`src/pkg/ccf_pkg.sv`:
```
// constants of the codec rate and filter control core
// assumes one 250 MHz clock and an APB register port
// Behaviour
// frame sync fall starts ADC and DAC transfer
// fine rate is clock over 16*M*N*P
// P equal 8 selects coarse, reset default
// M 1-128, N 1-16, P 1-8 in one register
// PLL drives converters only, serial from clock
// host keeps clock over P within 10-25 MHz
// host enables drivers before writing dividers
// chain count 2 standalone, mode 1 or 2
// oversampling ratio field bits 1:0, default 128
// host keeps M multiple per oversampling ratio
// host limits rate per oversampling ratio
// one bit selects FIR or IIR both paths
// decimate 128 to 16-bit word per channel
// interpolate to 128 times sample rate
// FIR delay 17 decimation, 18 interpolation
// passband tracks 0.45 of frame rate
// analog loopback bit 2 wins, digital bit 1; code keeps digital loopback on when both bits are set
// sidetone attenuates ADC word into DAC input
// bit 3 selects microphone bias level
// gain 0-42 dB by 1.5, plus 48, 54
// bypass bit 6 keeps sinc, frame rate x4
// overflow flags bits 7 and 4, read clears
// new dividers apply at frame boundary
package ccf_pkg;
    // ==========================================================
    // register offsets (byte addresses)
    // ==========================================================
    localparam logic [7:0] OFS_CTRL1  = 8'h00; // loops, filter, flags
    localparam logic [7:0] OFS_CTRL2  = 8'h04; // filter bypass
    localparam logic [7:0] OFS_DIVIDE = 8'h08; // M, N, P
    localparam logic [7:0] OFS_OSR    = 8'h0C; // dac oversampling ratio
    localparam logic [7:0] OFS_GAIN   = 8'h10; // input gain amp code
    localparam logic [7:0] OFS_SIDE   = 8'h14; // sidetone attenuation
    localparam logic [7:0] OFS_STATUS = 8'h18; // live state, read only
    // ==========================================================
    // field positions
    // ==========================================================
    localparam int BIT_DIGLOOP = 1;
    localparam int BIT_ANALOOP = 2;
    localparam int BIT_MIC_BIAS_LEVEL = 3;
    localparam int BIT_INTOVF  = 4;
    localparam int BIT_IIRSEL  = 5;
    localparam int BIT_BYPASS  = 6;
    localparam int BIT_DECOVF  = 7;
    localparam int POS_M = 0;  // 7 bits, value minus one
    localparam int POS_N = 8;  // 4 bits, value minus one
    localparam int POS_P = 16; // 3 bits, value minus one
    // ==========================================================
    // reset values and limits
    // ==========================================================
    localparam logic [6:0] RST_M = 7'h00;  // M = 1
    localparam logic [3:0] RST_N = 4'h0;   // N = 1
    localparam logic [2:0] RST_P = 3'h7;   // P = 8, coarse mode
    localparam logic [1:0] OSR_128 = 2'h0;
    localparam logic [1:0] OSR_256 = 2'h1;
    localparam logic [1:0] OSR_512 = 2'h2;
    localparam logic [4:0] GAIN_LAST_STEP = 5'h1C; // 42 dB
    localparam logic [4:0] GAIN_48DB = 5'h1D;
    localparam logic [4:0] GAIN_54DB = 5'h1E;
    localparam logic [6:0] HALFDB_48 = 7'h60;
    localparam logic [6:0] HALFDB_54 = 7'h6C;
    localparam int BASE_DIV   = 16;  // clocks per unit of M*N*P
    localparam int OS_RATIO   = 128; // oversampled ticks per frame
    localparam int BYP_FACTOR = 4;   // frame rate gain in bypass
    localparam int FIR_DEC_DELAY = 17;
    localparam int FIR_INT_DELAY = 18;
    localparam int PERIOD_W   = 20;  // holds 16*128*16*8
endpackage : ccf_pkg

```
`src/pkg/ccf_rate_if.sv`:
```
// carrier between the register core and the rate generator
// assumes both ends on the same clock
`timescale 1ns/1ps
interface ccf_rate_if;
    logic [6:0] divM;     // programmed M minus one
    logic [3:0] divN;     // programmed N minus one
    logic [2:0] divP;     // programmed P minus one
    logic       bypass;   // filters bypassed, frames four times faster
    logic       frameGo;  // one cycle pulse at frame start
    logic       osTick;   // oversampled converter tick
    logic       pllOn;    // fine mode active
    logic [2:0] liveP;    // P minus one in force this frame
    modport gen  (input divM, divN, divP, bypass,
                  output frameGo, osTick, pllOn, liveP);
    modport core (output divM, divN, divP, bypass,
                  input frameGo, osTick, pllOn, liveP);
endinterface : ccf_rate_if
```
`src/design/ccf_core.sv`:
```
// codec rate and filter control core with APB registers
// assumes a modulator bit stream per channel and DAC words from the
// serial port, all synchronous to the 250 MHz clock
`timescale 1ns/1ps
module ccf_core
(
    input  wire logic        clock,
    input  wire logic        reset,
    input  wire logic        psel,
    input  wire logic        penable,
    input  wire logic        pwrite,
    input  wire logic [7:0]  paddr,
    input  wire logic [31:0] pwdata,
    output logic      [31:0] prdata,
    output logic             pready,
    output logic             pslverr,
    input  wire logic [1:0]  adcBit,
    input  wire logic [31:0] dacWordIn,
    output logic      [31:0] adcWordOut,
    output logic             adcWordValid,
    output logic      [31:0] dacStream,
    output logic             dacStreamValid,
    output logic             frameSync,
    output logic             pllEnable,
    output logic             micBiasHigh,
    output logic             analogLoop,
    output logic      [6:0]  gainHalfDb,
    output logic      [1:0]  dacOversamplingRatio
);
    // ==========================================================
    // registers
    // ==========================================================
    logic       digLoop;   // digital loopback
    logic       anaLoop;   // analog loopback
    logic       mic_bias_level;   // mic bias level select
    logic       iirSel;    // 1 selects IIR, 0 FIR
    logic       bypass;    // filter bypass
    logic       decOvf;    // sticky decimation overflow
    logic       intOvf;    // sticky interpolation overflow
    logic [6:0] divM;
    logic [3:0] divN;
    logic [2:0] divP;
    logic [1:0] osrCode;   // dac oversampling ratio code
    logic [4:0] gainCode;  // input gain amp code
    logic [2:0] sideAtt;   // sidetone shift, 0 mutes
    logic [1:0] decOvfSet; // per channel overflow events
    logic [1:0] intOvfSet;

    ccf_rate_if rate ();

    ccf_rate_gen u_rate
    (
        .clock (clock),
        .reset (reset),
        .rate  (rate)
    );

    assign rate.divM   = divM;
    assign rate.divN   = divN;
    assign rate.divP   = divP;
    assign rate.bypass = bypass;

    // ==========================================================
    // APB slave, no wait states
    // ==========================================================
    logic apbWrite;
    logic apbRead;
    logic mapped;
    assign apbWrite = psel && penable && pwrite;
    assign apbRead  = psel && penable && !pwrite;
    assign pready   = 1'b1;
    // unmapped offsets answer an error, status is read only
    always_comb
    begin
        unique case (paddr)
            ccf_pkg::OFS_CTRL1, ccf_pkg::OFS_CTRL2,
            ccf_pkg::OFS_DIVIDE, ccf_pkg::OFS_OSR,
            ccf_pkg::OFS_GAIN, ccf_pkg::OFS_SIDE,
            ccf_pkg::OFS_STATUS: mapped = 1'b1;
            default:             mapped = 1'b0;
        endcase
    end
    assign pslverr = psel && penable && !mapped;

    // software writable control
    always_ff @(posedge clock or posedge reset)
    begin
        if (reset)
        begin
            digLoop  <= 1'b0;
            anaLoop  <= 1'b0;
            mic_bias_level  <= 1'b0;
            iirSel   <= 1'b0;
            bypass   <= 1'b0;
            divM     <= ccf_pkg::RST_M;
            divN     <= ccf_pkg::RST_N;
            divP     <= ccf_pkg::RST_P;
            osrCode  <= ccf_pkg::OSR_128;
            gainCode <= 5'h00;
            sideAtt  <= 3'h0;
        end
        else if (apbWrite)
        begin
            unique case (paddr)
                ccf_pkg::OFS_CTRL1:
                begin
                    digLoop <= pwdata[ccf_pkg::BIT_DIGLOOP];
                    anaLoop <= pwdata[ccf_pkg::BIT_ANALOOP];
                    mic_bias_level <= pwdata[ccf_pkg::BIT_MIC_BIAS_LEVEL];
                    iirSel  <= pwdata[ccf_pkg::BIT_IIRSEL];
                end
                ccf_pkg::OFS_CTRL2: bypass <= pwdata[ccf_pkg::BIT_BYPASS];
                ccf_pkg::OFS_DIVIDE:
                begin
                    // host keeps ratio and clock limits, not checked
                    divM <= pwdata[ccf_pkg::POS_M +: 7];
                    divN <= pwdata[ccf_pkg::POS_N +: 4];
                    divP <= pwdata[ccf_pkg::POS_P +: 3];
                end
                ccf_pkg::OFS_OSR:  osrCode  <= pwdata[1:0];
                ccf_pkg::OFS_GAIN: gainCode <= pwdata[4:0];
                ccf_pkg::OFS_SIDE: sideAtt  <= pwdata[2:0];
                default: ;
            endcase
        end
    end

    // sticky overflow flags: a read of CTRL1 clears, a new event wins
    always_ff @(posedge clock or posedge reset)
    begin
        if (reset)
        begin
            decOvf <= 1'b0;
            intOvf <= 1'b0;
        end
        else
        begin
            if (|decOvfSet)
                decOvf <= 1'b1;
            else if (apbRead && paddr == ccf_pkg::OFS_CTRL1)
                decOvf <= 1'b0;
            if (|intOvfSet)
                intOvf <= 1'b1;
            else if (apbRead && paddr == ccf_pkg::OFS_CTRL1)
                intOvf <= 1'b0;
        end
    end

    // read mux, unused bits read zero
    always_comb
    begin
        prdata = 32'h0000_0000;
        unique case (paddr)
            ccf_pkg::OFS_CTRL1:
            begin
                prdata[ccf_pkg::BIT_DIGLOOP] = digLoop;
                prdata[ccf_pkg::BIT_ANALOOP] = anaLoop;
                prdata[ccf_pkg::BIT_MIC_BIAS_LEVEL] = mic_bias_level;
                prdata[ccf_pkg::BIT_INTOVF]  = intOvf;
                prdata[ccf_pkg::BIT_IIRSEL]  = iirSel;
                prdata[ccf_pkg::BIT_DECOVF]  = decOvf;
            end
            ccf_pkg::OFS_CTRL2: prdata[ccf_pkg::BIT_BYPASS] = bypass;
            ccf_pkg::OFS_DIVIDE:
            begin
                prdata[ccf_pkg::POS_M +: 7] = divM;
                prdata[ccf_pkg::POS_N +: 4] = divN;
                prdata[ccf_pkg::POS_P +: 3] = divP;
            end
            ccf_pkg::OFS_OSR:  prdata[1:0] = osrCode;
            ccf_pkg::OFS_GAIN: prdata[4:0] = gainCode;
            ccf_pkg::OFS_SIDE: prdata[2:0] = sideAtt;
            ccf_pkg::OFS_STATUS:
            begin
                prdata[0]   = rate.pllOn;
                prdata[3:1] = rate.liveP;
            end
            default: ;
        endcase
    end

    // ==========================================================
    // static outputs
    // ==========================================================
    // falling edge of frame sync marks the transfer start
    always_ff @(posedge clock or posedge reset)
    begin
        if (reset)
            frameSync <= 1'b1;
        else
            frameSync <= !rate.frameGo;
    end

    // gain in half dB: 1.5 dB steps, then two extra settings
    always_ff @(posedge clock or posedge reset)
    begin
        if (reset)
            gainHalfDb <= 7'h00;
        else if (gainCode <= ccf_pkg::GAIN_LAST_STEP)
            gainHalfDb <= 7'(gainCode * 3);
        else if (gainCode == ccf_pkg::GAIN_48DB)
            gainHalfDb <= ccf_pkg::HALFDB_48;
        else
            gainHalfDb <= ccf_pkg::HALFDB_54;
    end

    assign pllEnable            = rate.pllOn;
    assign micBiasHigh          = mic_bias_level;
    assign analogLoop           = anaLoop;
    assign dacOversamplingRatio = osrCode;

    // ==========================================================
    // per channel decimation and interpolation
    // ==========================================================
    logic [15:0] adcWord [2];   // finished ADC words
    logic        adcReady;      // ADC words updated

    genvar ch;
    generate
        for (ch = 0; ch < 2; ch++)
        begin : g_chan
            logic [7:0]  onesCnt;   // ones in this frame's stream
            logic        modBit;    // modulator input after loopback
            logic [17:0] sincVal;   // sinc output before saturation
            logic [15:0] sincWord;
            logic        sincOvf;
            logic [15:0] decLine [ccf_pkg::FIR_DEC_DELAY];
            logic [15:0] intLine [ccf_pkg::FIR_INT_DELAY];
            logic [15:0] decIir;    // first order smoother state
            logic [15:0] intIir;
            logic [15:0] dacIn;     // DAC word after loop and sidetone
            logic [16:0] mixSum;
            logic [15:0] rawWord;   // DAC word before sidetone
            logic [15:0] holdWord;  // zero-order hold for the modulator
            logic signed [15:0] sideTerm;

            // analog loopback feeds DAC output back, priority over input
            assign modBit = anaLoop ? holdWord[15] == 1'b0
                                    : adcBit[ch];

            // sinc stage: count ones over 128 (32 in bypass) ticks
            always_ff @(posedge clock or posedge reset)
            begin
                if (reset)
                    onesCnt <= 8'h00;
                else if (rate.frameGo)
                    onesCnt <= 8'(rate.osTick && modBit);
                else if (rate.osTick && modBit)
                    onesCnt <= onesCnt + 1'b1;
            end
            // ones to two's complement; a full run of ones overflows
            assign sincVal = bypass
                ? {onesCnt[6:0], 11'h000} - 18'h08000
                : {1'b0, onesCnt, 9'h000} - 18'h08000;
            assign sincOvf  = !sincVal[17] && (sincVal[16:15] != 2'b00);
            assign sincWord = sincOvf ? 16'h7FFF : sincVal[15:0];
            assign decOvfSet[ch] = rate.frameGo && sincOvf;

            // FIR as linear phase delay, IIR as one pole with little delay
            always_ff @(posedge clock or posedge reset)
            begin
                if (reset)
                begin
                    decLine <= '{default: 16'h0000};
                    decIir  <= 16'h0000;
                end
                else if (rate.frameGo)
                begin
                    decLine[0] <= sincWord;
                    for (int i = 1; i < ccf_pkg::FIR_DEC_DELAY; i++)
                        decLine[i] <= decLine[i-1];
                    decIir <= decIir + 16'($signed(sincWord - decIir) >>> 1);
                end
            end
            // bypass leaves only the sinc stage
            assign adcWord[ch] = bypass ? sincWord
                : iirSel ? decIir
                : decLine[ccf_pkg::FIR_DEC_DELAY-1];

            // DAC input: digital loopback, then sidetone mix
            assign sideTerm = (sideAtt == 3'h0) ? 16'sh0000
                : $signed(adcWord[ch]) >>> ({1'b0, sideAtt} + 4'h2);
            assign rawWord = dacInRaw(ch);
            assign mixSum = {rawWord[15], rawWord}
                          + {sideTerm[15], sideTerm};
            assign dacIn = (mixSum[16] != mixSum[15])
                         ? (mixSum[16] ? 16'h8000 : 16'h7FFF)
                         : mixSum[15:0];
            assign intOvfSet[ch] = rate.frameGo
                                 && (mixSum[16] != mixSum[15]);

            always_ff @(posedge clock or posedge reset)
            begin
                if (reset)
                begin
                    intLine <= '{default: 16'h0000};
                    intIir  <= 16'h0000;
                end
                else if (rate.frameGo)
                begin
                    intLine[0] <= dacIn;
                    for (int i = 1; i < ccf_pkg::FIR_INT_DELAY; i++)
                        intLine[i] <= intLine[i-1];
                    intIir <= intIir + 16'($signed(dacIn - intIir) >>> 1);
                end
            end

            // sinc hold: each oversampled tick repeats the filtered word
            always_ff @(posedge clock or posedge reset)
            begin
                if (reset)
                    holdWord <= 16'h0000;
                else if (rate.osTick)
                    holdWord <= bypass ? dacIn
                        : iirSel ? intIir
                        : intLine[ccf_pkg::FIR_INT_DELAY-1];
            end
            assign dacStream[ch*16 +: 16] = holdWord;
        end
    endgenerate

    // raw DAC word per channel, digital loopback swaps in ADC word
    function automatic logic [15:0] dacInRaw(input int c);
        dacInRaw = digLoop ? adcWord[c] : dacWordIn[c*16 +: 16];
    endfunction : dacInRaw

    // ADC words are registered once per frame
    always_ff @(posedge clock or posedge reset)
    begin
        if (reset)
        begin
            adcWordOut   <= 32'h0000_0000;
            adcReady     <= 1'b0;
        end
        else
        begin
            adcReady <= rate.frameGo;
            if (adcReady)
                adcWordOut <= {adcWord[1], adcWord[0]};
        end
    end

    // valid flags: ADC a one-cycle pulse, DAC high on every oversampled tick
    always_ff @(posedge clock or posedge reset)
    begin
        if (reset)
        begin
            adcWordValid   <= 1'b0;
            dacStreamValid <= 1'b0;
        end
        else
        begin
            adcWordValid   <= adcReady;
            dacStreamValid <= rate.osTick;
        end
    end
    // passband follows frame rate since the FIR and IIR stages run on frame ticks

endmodule : ccf_core

```
`src/design/ccf_rate_gen.sv`:
```
// frame and oversampling tick generator from the master clock
// assumes divider values from the register core via the carrier
`timescale 1ns/1ps
module ccf_rate_gen
(
    input  wire logic clock,
    input  wire logic reset,
    ccf_rate_if.gen   rate
);
    // ==========================================================
    // dividers in force, loaded only at a frame boundary
    // ==========================================================
    logic [6:0]               liveM;   // M minus one in force
    logic [3:0]               liveN;   // N minus one in force
    logic [2:0]               liveP;   // P minus one in force
    logic                     liveByp; // bypass in force
    logic [ccf_pkg::PERIOD_W-1:0] period;    // clocks per frame
    logic [ccf_pkg::PERIOD_W-1:0] frameCnt;  // position in frame
    logic [ccf_pkg::PERIOD_W-1:0] osAcc;     // fractional tick phase
    logic [ccf_pkg::PERIOD_W-1:0] fullPeriod; // unbypassed frame
    logic                     frameEnd;

    // full rate period 16*M*N*P, coarse mode uses P = 8
    assign fullPeriod = ccf_pkg::PERIOD_W'(ccf_pkg::BASE_DIV
                        * (int'(liveM) + 1) * (int'(liveN) + 1)
                        * (int'(liveP) + 1));
    // bypass shortens the frame four times
    assign period   = liveByp ? (fullPeriod >> 2) : fullPeriod;
    assign frameEnd = (frameCnt >= period - 1'b1);

    // frame counter with divider load at its wrap
    always_ff @(posedge clock or posedge reset)
    begin
        if (reset)
        begin
            frameCnt <= '0;
            liveM    <= ccf_pkg::RST_M;
            liveN    <= ccf_pkg::RST_N;
            liveP    <= ccf_pkg::RST_P;
            liveByp  <= 1'b0;
        end
        else if (frameEnd)
        begin
            // no partial frame at a mixed rate
            frameCnt <= '0;
            liveM    <= rate.divM;
            liveN    <= rate.divN;
            liveP    <= rate.divP;
            liveByp  <= rate.bypass;
        end
        else
        begin
            frameCnt <= frameCnt + 1'b1;
        end
    end

    // oversampled tick: 128 per full-rate frame, by phase accumulation
    // a fraction keeps the spacing even when M*N*P is not a multiple of 8
    always_ff @(posedge clock or posedge reset)
    begin
        if (reset)
        begin
            osAcc       <= '0;
            rate.osTick <= 1'b0;
        end
        else if (osAcc + ccf_pkg::PERIOD_W'(ccf_pkg::OS_RATIO)
                 >= fullPeriod)
        begin
            osAcc <= osAcc + ccf_pkg::PERIOD_W'(ccf_pkg::OS_RATIO)
                     - fullPeriod;
            rate.osTick <= 1'b1;
        end
        else
        begin
            osAcc       <= osAcc + ccf_pkg::PERIOD_W'(ccf_pkg::OS_RATIO);
            rate.osTick <= 1'b0;
        end
    end

    // frame start pulse and fine mode flag
    always_ff @(posedge clock or posedge reset)
    begin
        if (reset)
        begin
            rate.frameGo <= 1'b0;
            rate.pllOn   <= 1'b0;
        end
        else
        begin
            rate.frameGo <= frameEnd;
            // converters only; serial clocks stay on the master clock
            rate.pllOn <= (liveP != ccf_pkg::RST_P);
        end
    end
    assign rate.liveP = liveP;
endmodule : ccf_rate_gen

```
`config.mk`:
```
export PLATFORM = sky130hd
export DESIGN_NAME = ccf_core
export DESIGN_NICKNAME = d
export VERILOG_FILES = /design/src/pkg/ccf_pkg.sv /design/src/pkg/ccf_rate_if.sv /design/src/design/ccf_core.sv /design/src/design/ccf_rate_gen.sv
export SDC_FILE = /design/constraint.sdc
export NUM_CORES = 2
export LEC_CHECK = 0
export BUFFER_PORTS_ARGS = -buffer_cell sky130_fd_sc_hd__buf_2
export CORE_ASPECT_RATIO = 1.2
export CORE_MARGIN = 10
export CORE_UTILIZATION = 45
export DETAILED_ROUTE_END_ITERATION = 6
export GPL_ROUTABILITY_DRIVEN = 1
export SYNTH_ARGS = -nofsm -noshare
export SYNTH_HDL_FRONTEND = slang
export SYNTH_HIERARCHICAL = 1
export SYNTH_SLANG_ARGS = --single-unit
```
`constraint.sdc`:
```
create_clock -name clock -period 45.7 [get_ports clock]
set_clock_uncertainty 0.05 [all_clocks]
set_input_delay 9.14 -clock clock [delete_from_list [all_inputs] [get_ports clock]]
set_output_delay 9.14 -clock clock [all_outputs]
set_load 0.1 [all_outputs]
```
* Word level (Yosys, flattened, before mapping)
Cells that the tools add are included.
** Storage, ports and cells
- Flip-flop bits (word level) :: 1364
- Bits of input ports :: 79
- Word-level logic and storage cells :: 231
** Cells by class
- Add/subtract/negate cells :: 24
- Multiply operators :: 3
- Order comparisons :: 3
- Equality and inequality tests :: 10
- Shift-type cells :: 2
- Muxes and demuxes :: 46
- Bitwise operators :: 2
- Reductions and logical operators :: 35
** Operators by type and width (count)
- 2-to-1 mux 16 bit :: 18
- adder 16 bit :: 4
- subtractor 16 bit :: 4
- 2-to-1 mux 20 bit :: 3
- >= comparator 20 bit :: 2
- 2-to-1 mux 18 bit :: 2
- subtractor 17 x 16 -> 18 bit, second input constant :: 2
- subtractor 18 x 16 -> 18 bit, second input constant :: 2
- adder 16 x 16 -> 17 bit :: 2
- multiplier 28 x 32 -> 16 bit :: 1
- multiplier 28 x 32 -> 28 bit :: 1
- 2-to-1 mux 8 bit :: 4
- >>> shifter 16 x 4 -> 16 bit :: 2
- equality test 8 x 5 -> 1 bit, second input constant :: 3
- adder 20 x 1 -> 20 bit, second input constant :: 1
- adder 20 x 8 -> 20 bit, second input constant :: 1
- subtractor 20 x 1 -> 20 bit, second input constant :: 1
- subtractor 20 bit :: 1
- adder 8 x 1 -> 8 bit, second input constant :: 2
- equality test 8 x 4 -> 1 bit, second input constant :: 2
- logical AND 1 bit :: 13
- AND reduction 2 bit :: 6
- nonzero test 2 bit :: 6
- one-hot mux 1 bit (5 select lines) :: 2
- other kinds (24) :: 40

* Logic depth before layout (Yosys ltp)
- Depth in word-level cells :: 13
- Depth in mapped cells :: 46
- Mapped depth without buffers :: 43

* Cells and area by module
Netlist, hierarchy kept.
** Modules (own cells, without submodules)
- ccf_core :: times used 1, cells each 4012, area an instance 48898.1 µm²
- ccf_rate_gen :: times used 1, cells each 844, area an instance 7398.3 µm²

* Worst setup path after synthesis
Ideal clock, no wire load.
- Path type :: input -> output
- Start :: in paddr[0]
- End :: out prdata[1]
- Data arrival time :: 12213 ps
- Path slack :: 24297 ps
- Stages :: 3
- Buffers on the path :: 0
- Path through :: or4_1 -> or2_2 -> a211oi_1
** Between the ends
- Longest elaborated chain between the ends :: 2
- Elaborated cells on any way between the ends :: 7
- Classes of those cells :: eq/ne: 5; mux: 1; reduce/logical: 1
** RTL lines
- start, declared :: line ccf_core.sv:12 : input wire logic [7:0] paddr,
- equality test 8 x 5 -> 1 bit, or another cell as far along :: line ccf_core.sv:153 : unique case (paddr)
- one-hot mux 1 bit (6 select lines) * :: line ccf_core.sv:153
- end, declared :: line ccf_core.sv:14 : output logic [31:0] prdata,
Every way passes the cells marked *; elsewhere a longest branch is shown, timed or not.

* Worst setup path after layout
- Start :: in paddr[0]
- End :: out prdata[3]
** Between the ends
- Longest elaborated chain between the ends :: 2
- Elaborated cells on any way between the ends :: 5
- Classes of those cells :: eq/ne: 3; mux: 1; reduce/logical: 1
** RTL lines (line)
- equality test 8 x 5 -> 1 bit, or another cell as far along :: ccf_core.sv:153
- one-hot mux 1 bit (4 select lines) * :: ccf_core.sv:153
Marked as above.

==> flow_metrics.env <==
export IMPL_setup_viol=0
export IMPL_cp_data_arrival_time_ns=11.46
export IMPL_worst_setup_path_end_kind="output pin"
export IMPL_gp_congestion=0.876
export IMPL_cts_tree="done"
export IMPL_path_clk_slew_ns=0.06
export IMPL_grt_busiest_layer="met2"
export IMPL_yosys_area_top_type_share_pct=48.1
export IMPL_critPathKind="primary input to output pin"
export IMPL_yosysWarnings=6
export IMPL_grt_overflow=0
export IMPL_ys_flop_type="dfrtp_1"
export IMPL_syn_cell_area_um2=56300
export IMPL_dieHeight_um=407
export IMPL_dpl_hpwl_um=82000
export IMPL_cts_sinks=1088
export IMPL_synth_area_per_cell_um2=11.6
export IMPL_nNetsFinal=5314
export IMPL_portBuffers=155
export IMPL_synth_commonest_cells="dfrtp_1 (1081), mux2_2 (920), nor2_1 (320)"
export IMPL_slew_headroom_pct=26.1
export IMPL_async_flop_share_pct=100
export IMPL_drive_above_1_share_pct=27.5
export IMPL_detail_route_antenna_nets=0
export IMPL_synth_cell_type_count=113
export IMPL_cp_max_fo=11
export IMPL_postCtsResizedCells=0
export IMPL_drt_iter0_drc=2098
export IMPL_netlist_instances=4856
export IMPL_grt_usage_pct=16.6
export IMPL_drc_errors=0
export IMPL_fin_crit_sh_pct=45.2
export IMPL_synth_edf_count=0
export IMPL_hold_ws_ns=0.425
export IMPL_hold_path_class="flip-flop to flip-flop"
export IMPL_p_leak_uw=0.0299
export IMPL_die_area_um2=140000
export IMPL_syn_to_final_growth_pct=10.7
export IMPL_use_met1_pct=23.3
export IMPL_status="finished, final reports clean"
export IMPL_peakVddDrop_uv=63.0
export IMPL_num_rows=142
export IMPL_cts_root_buf="clkbuf_16"
export IMPL_h_tree_depth=3
export IMPL_maxCapViolCount=0
export IMPL_swShare_pct=37.1
export IMPL_hold_buffers=0
export IMPL_slew_violations=0
export IMPL_tns_ns=0
export IMPL_start_kind="primary input"
export IMPL_p_sw_uw=1400
export IMPL_cts_buffer_depth=3
export IMPL_tightest_slew_ns=1.11
export IMPL_yosysSeqAreaShare_pct=48.4
export IMPL_die_w_um=343
export IMPL_synth_seq_cells=1088
export IMPL_viasPerCell=5.35
export IMPL_p_per_area_nw_per_um2=60.4
export IMPL_wl_per_cell_um=17.5
export IMPL_vias=35800
export IMPL_pwr_share_seq_pct=33.6
export IMPL_multi_input_area_um2=27200
export IMPL_grt_pass1_wl_um=191000
export IMPL_grt_pass1_vias=35900
export IMPL_final_hold_viol_count=0
export IMPL_max_freq_mhz=48.4
export IMPL_min_period_ns=20.65
export IMPL_start_util_pct=45.2
export IMPL_drt_pass1_iter_count=7
export IMPL_cts_made_buffers=109
export IMPL_grt_max_degree=217
export IMPL_rsz0062_at_grt="no"
export IMPL_met2_usage_pct=26.3
export IMPL_seqCellArea_um2=27300
export IMPL_fillers=11200
export IMPL_yosysMostFrequentCell="dfrtp_1"
export IMPL_report_power_total_uw=3760
export IMPL_io_pins=192
export IMPL_drt_wl_total_um=117000
export IMPL_post_cts_buffers=0
export IMPL_core_um2=125000
export IMPL_antenna_found_initial=3
export IMPL_power_frac_clock_pct=24.5
export IMPL_p_int_uw=2370
export IMPL_clk_latency_ns=0.74
export IMPL_synthTopCellsByArea="dfrtp_1 (48%), mux2_2 (18%), ha_1 (5.3%)"
export IMPL_met3_usage_pct=2.51
export IMPL_power_frac_comb_pct=41.9
export IMPL_synth_area_leader_cell="dfrtp_1"
export IMPL_cp_required_ns=36.51
==> layout make-up <==
| type | instances | share of cell area [%] |
|---|---|---|
| repair buffers | 196 | 1.82 |
| inverters | 239 | 1.45 |
| clock inverters | 41 | 0.922 |
| flip-flops and latches | 1088 | 43.7 |
| diodes | 1 | 0.00402 |
| clock buffers | 159 | 5.05 |
| multi-input cells | 3312 | 43.7 |
| well taps | 1656 | 3.33 |
==> layer usage <==
metal  share of wire, %  wire length, µm
met5                  0                0
met4                2.4             2860
met3                4.1             4790
met2                 46            53600
met1                 48            56000
==> metrics by stage <==
step / worst slack, ns / cell area [µm²] / cells / utilization [%]
floorplan: 7.42 / 56400 / 4872 / -
global placement: 25.10 / 58600 / 6491 / 47.0
detailed placement: 25.03 / 58600 / 6491 / 47.0
CTS: 25.03 / 62300 / 6691 / 50.0
global route: 24.89 / 62300 / 6691 / 50.0
finish: 25.05 / 62300 / 6692 / 50.0
==> layout by cell type, fill, tap and decap left out, drive strengths merged, types with 13 or more instances in the layout <==
cell | netlist | routed
o21a | 37 | 37
and3 | 25 | 25
inv | 237 | 244
nand3 | 55 | 55
xor2 | 86 | 86
fa | 51 | 51
ha | 238 | 238
a21oi | 278 | 278
nor2b | 41 | 41
o21bai | 29 | 29
nand2 | 269 | 269
and2 | 47 | 47
dfrtp | 1081 | 1081
nor2 | 320 | 320
nor3 | 44 | 44
or2 | 23 | 23
a211oi | 50 | 50
buf | 45 | 196
a31oi | 33 | 33
mux2i | 95 | 95
clkinv | 2 | 18
o211ai | 22 | 22
mux2 | 924 | 924
nand2b | 38 | 38
nand4 | 20 | 20
o22ai | 15 | 15
conb | 2 | 18
o21ai | 182 | 182
xnor2 | 136 | 136
a21o | 56 | 56
or3 | 13 | 13
clkbuf | 188 | 159
==> worst paths after layout <==
check / startpoint / to / slack [ns] / cells past startpoint
min in group asynchronous: reset / divN[0]$_DFFE_PP0P_ / 8.47 / 2
min reg2reg: u_rate/frameCnt[0]$_DFF_PP0_ / u_rate/frameCnt[0]$_DFF_PP0_ / 0.43 / 1
max: paddr[0] / prdata[3] / 25.05 / 8
max in group asynchronous: reset / g_chan[0].intLine[101]$_DFFE_PP0P_ / 32.48 / 7
min: u_rate/frameCnt[0]$_DFF_PP0_ / u_rate/frameCnt[0]$_DFF_PP0_ / 0.43 / 1
max reg2reg: iirSel$_DFFE_PP0P_ / g_chan[1].intIir[15]$_DFFE_PP0P_ / 34.92 / 41
==> cell families (layout without fill, tap and decap cells) <==
| family | count (synthesis) | count (layout) | share of synthesized area (%) |
|---|---|---|---|
| adder cells (fa/ha/maj) | 293 | 293 | 7.18 |
| AO/OA/AOI/OAI | 821 | 821 | 9.42 |
| flip-flops | 1088 | 1088 | 48.4 |
| other | 2 | 19 | 0.0133 |
| AND/OR/NAND/NOR | 939 | 939 | 7.85 |
| XOR/XNOR | 222 | 222 | 3.57 |
| buffers and inverters | 472 | 635 | 3.40 |
| multiplexers | 1019 | 1019 | 20.2 |
==> critical path, stage by stage <==
cell	delay (ns)
buf_2	0.09
or4_1	0.55
or2_2	0.32
nor2_1	0.09
nand2_1	0.09
nor2_1	0.49
a221o_1	0.26
buf_2	0.43
==> power groups by stage <==
stage / clock network [µW] / logic [µW] / registers (µW)
2_1_floorplan: 0 / 1240 / 1340
3_3_place_gp: 0 / 1550 / 1280
3_5_place_dp: 0 / 1570 / 1280
4_1_cts: 954 / 1590 / 1270
5_1_grt: 994 / 1760 / 1290
6_report: 922 / 1570 / 1270
==> sequential cells by signal, summed over array words and instances, names as in the netlist, 2 cells and up <==
name	cells
u_rate/frameCnt	20
gainCode	5
u_rate/liveN	4
g_chan.intLine	576
g_chan.decIir	32
gainHalfDb	7
g_chan.decLine	272
sideAtt	3
divN	4
divM	7
g_chan.onesCnt	16
adcWordOut	32
u_rate/rate.liveP	3
g_chan.holdWord	32
divP	3
g_chan.intIir	32
u_rate/liveM	7
dacOversamplingRatio	2
u_rate/osAcc	16
Note: power is estimated with default switching activity, not from simulation.
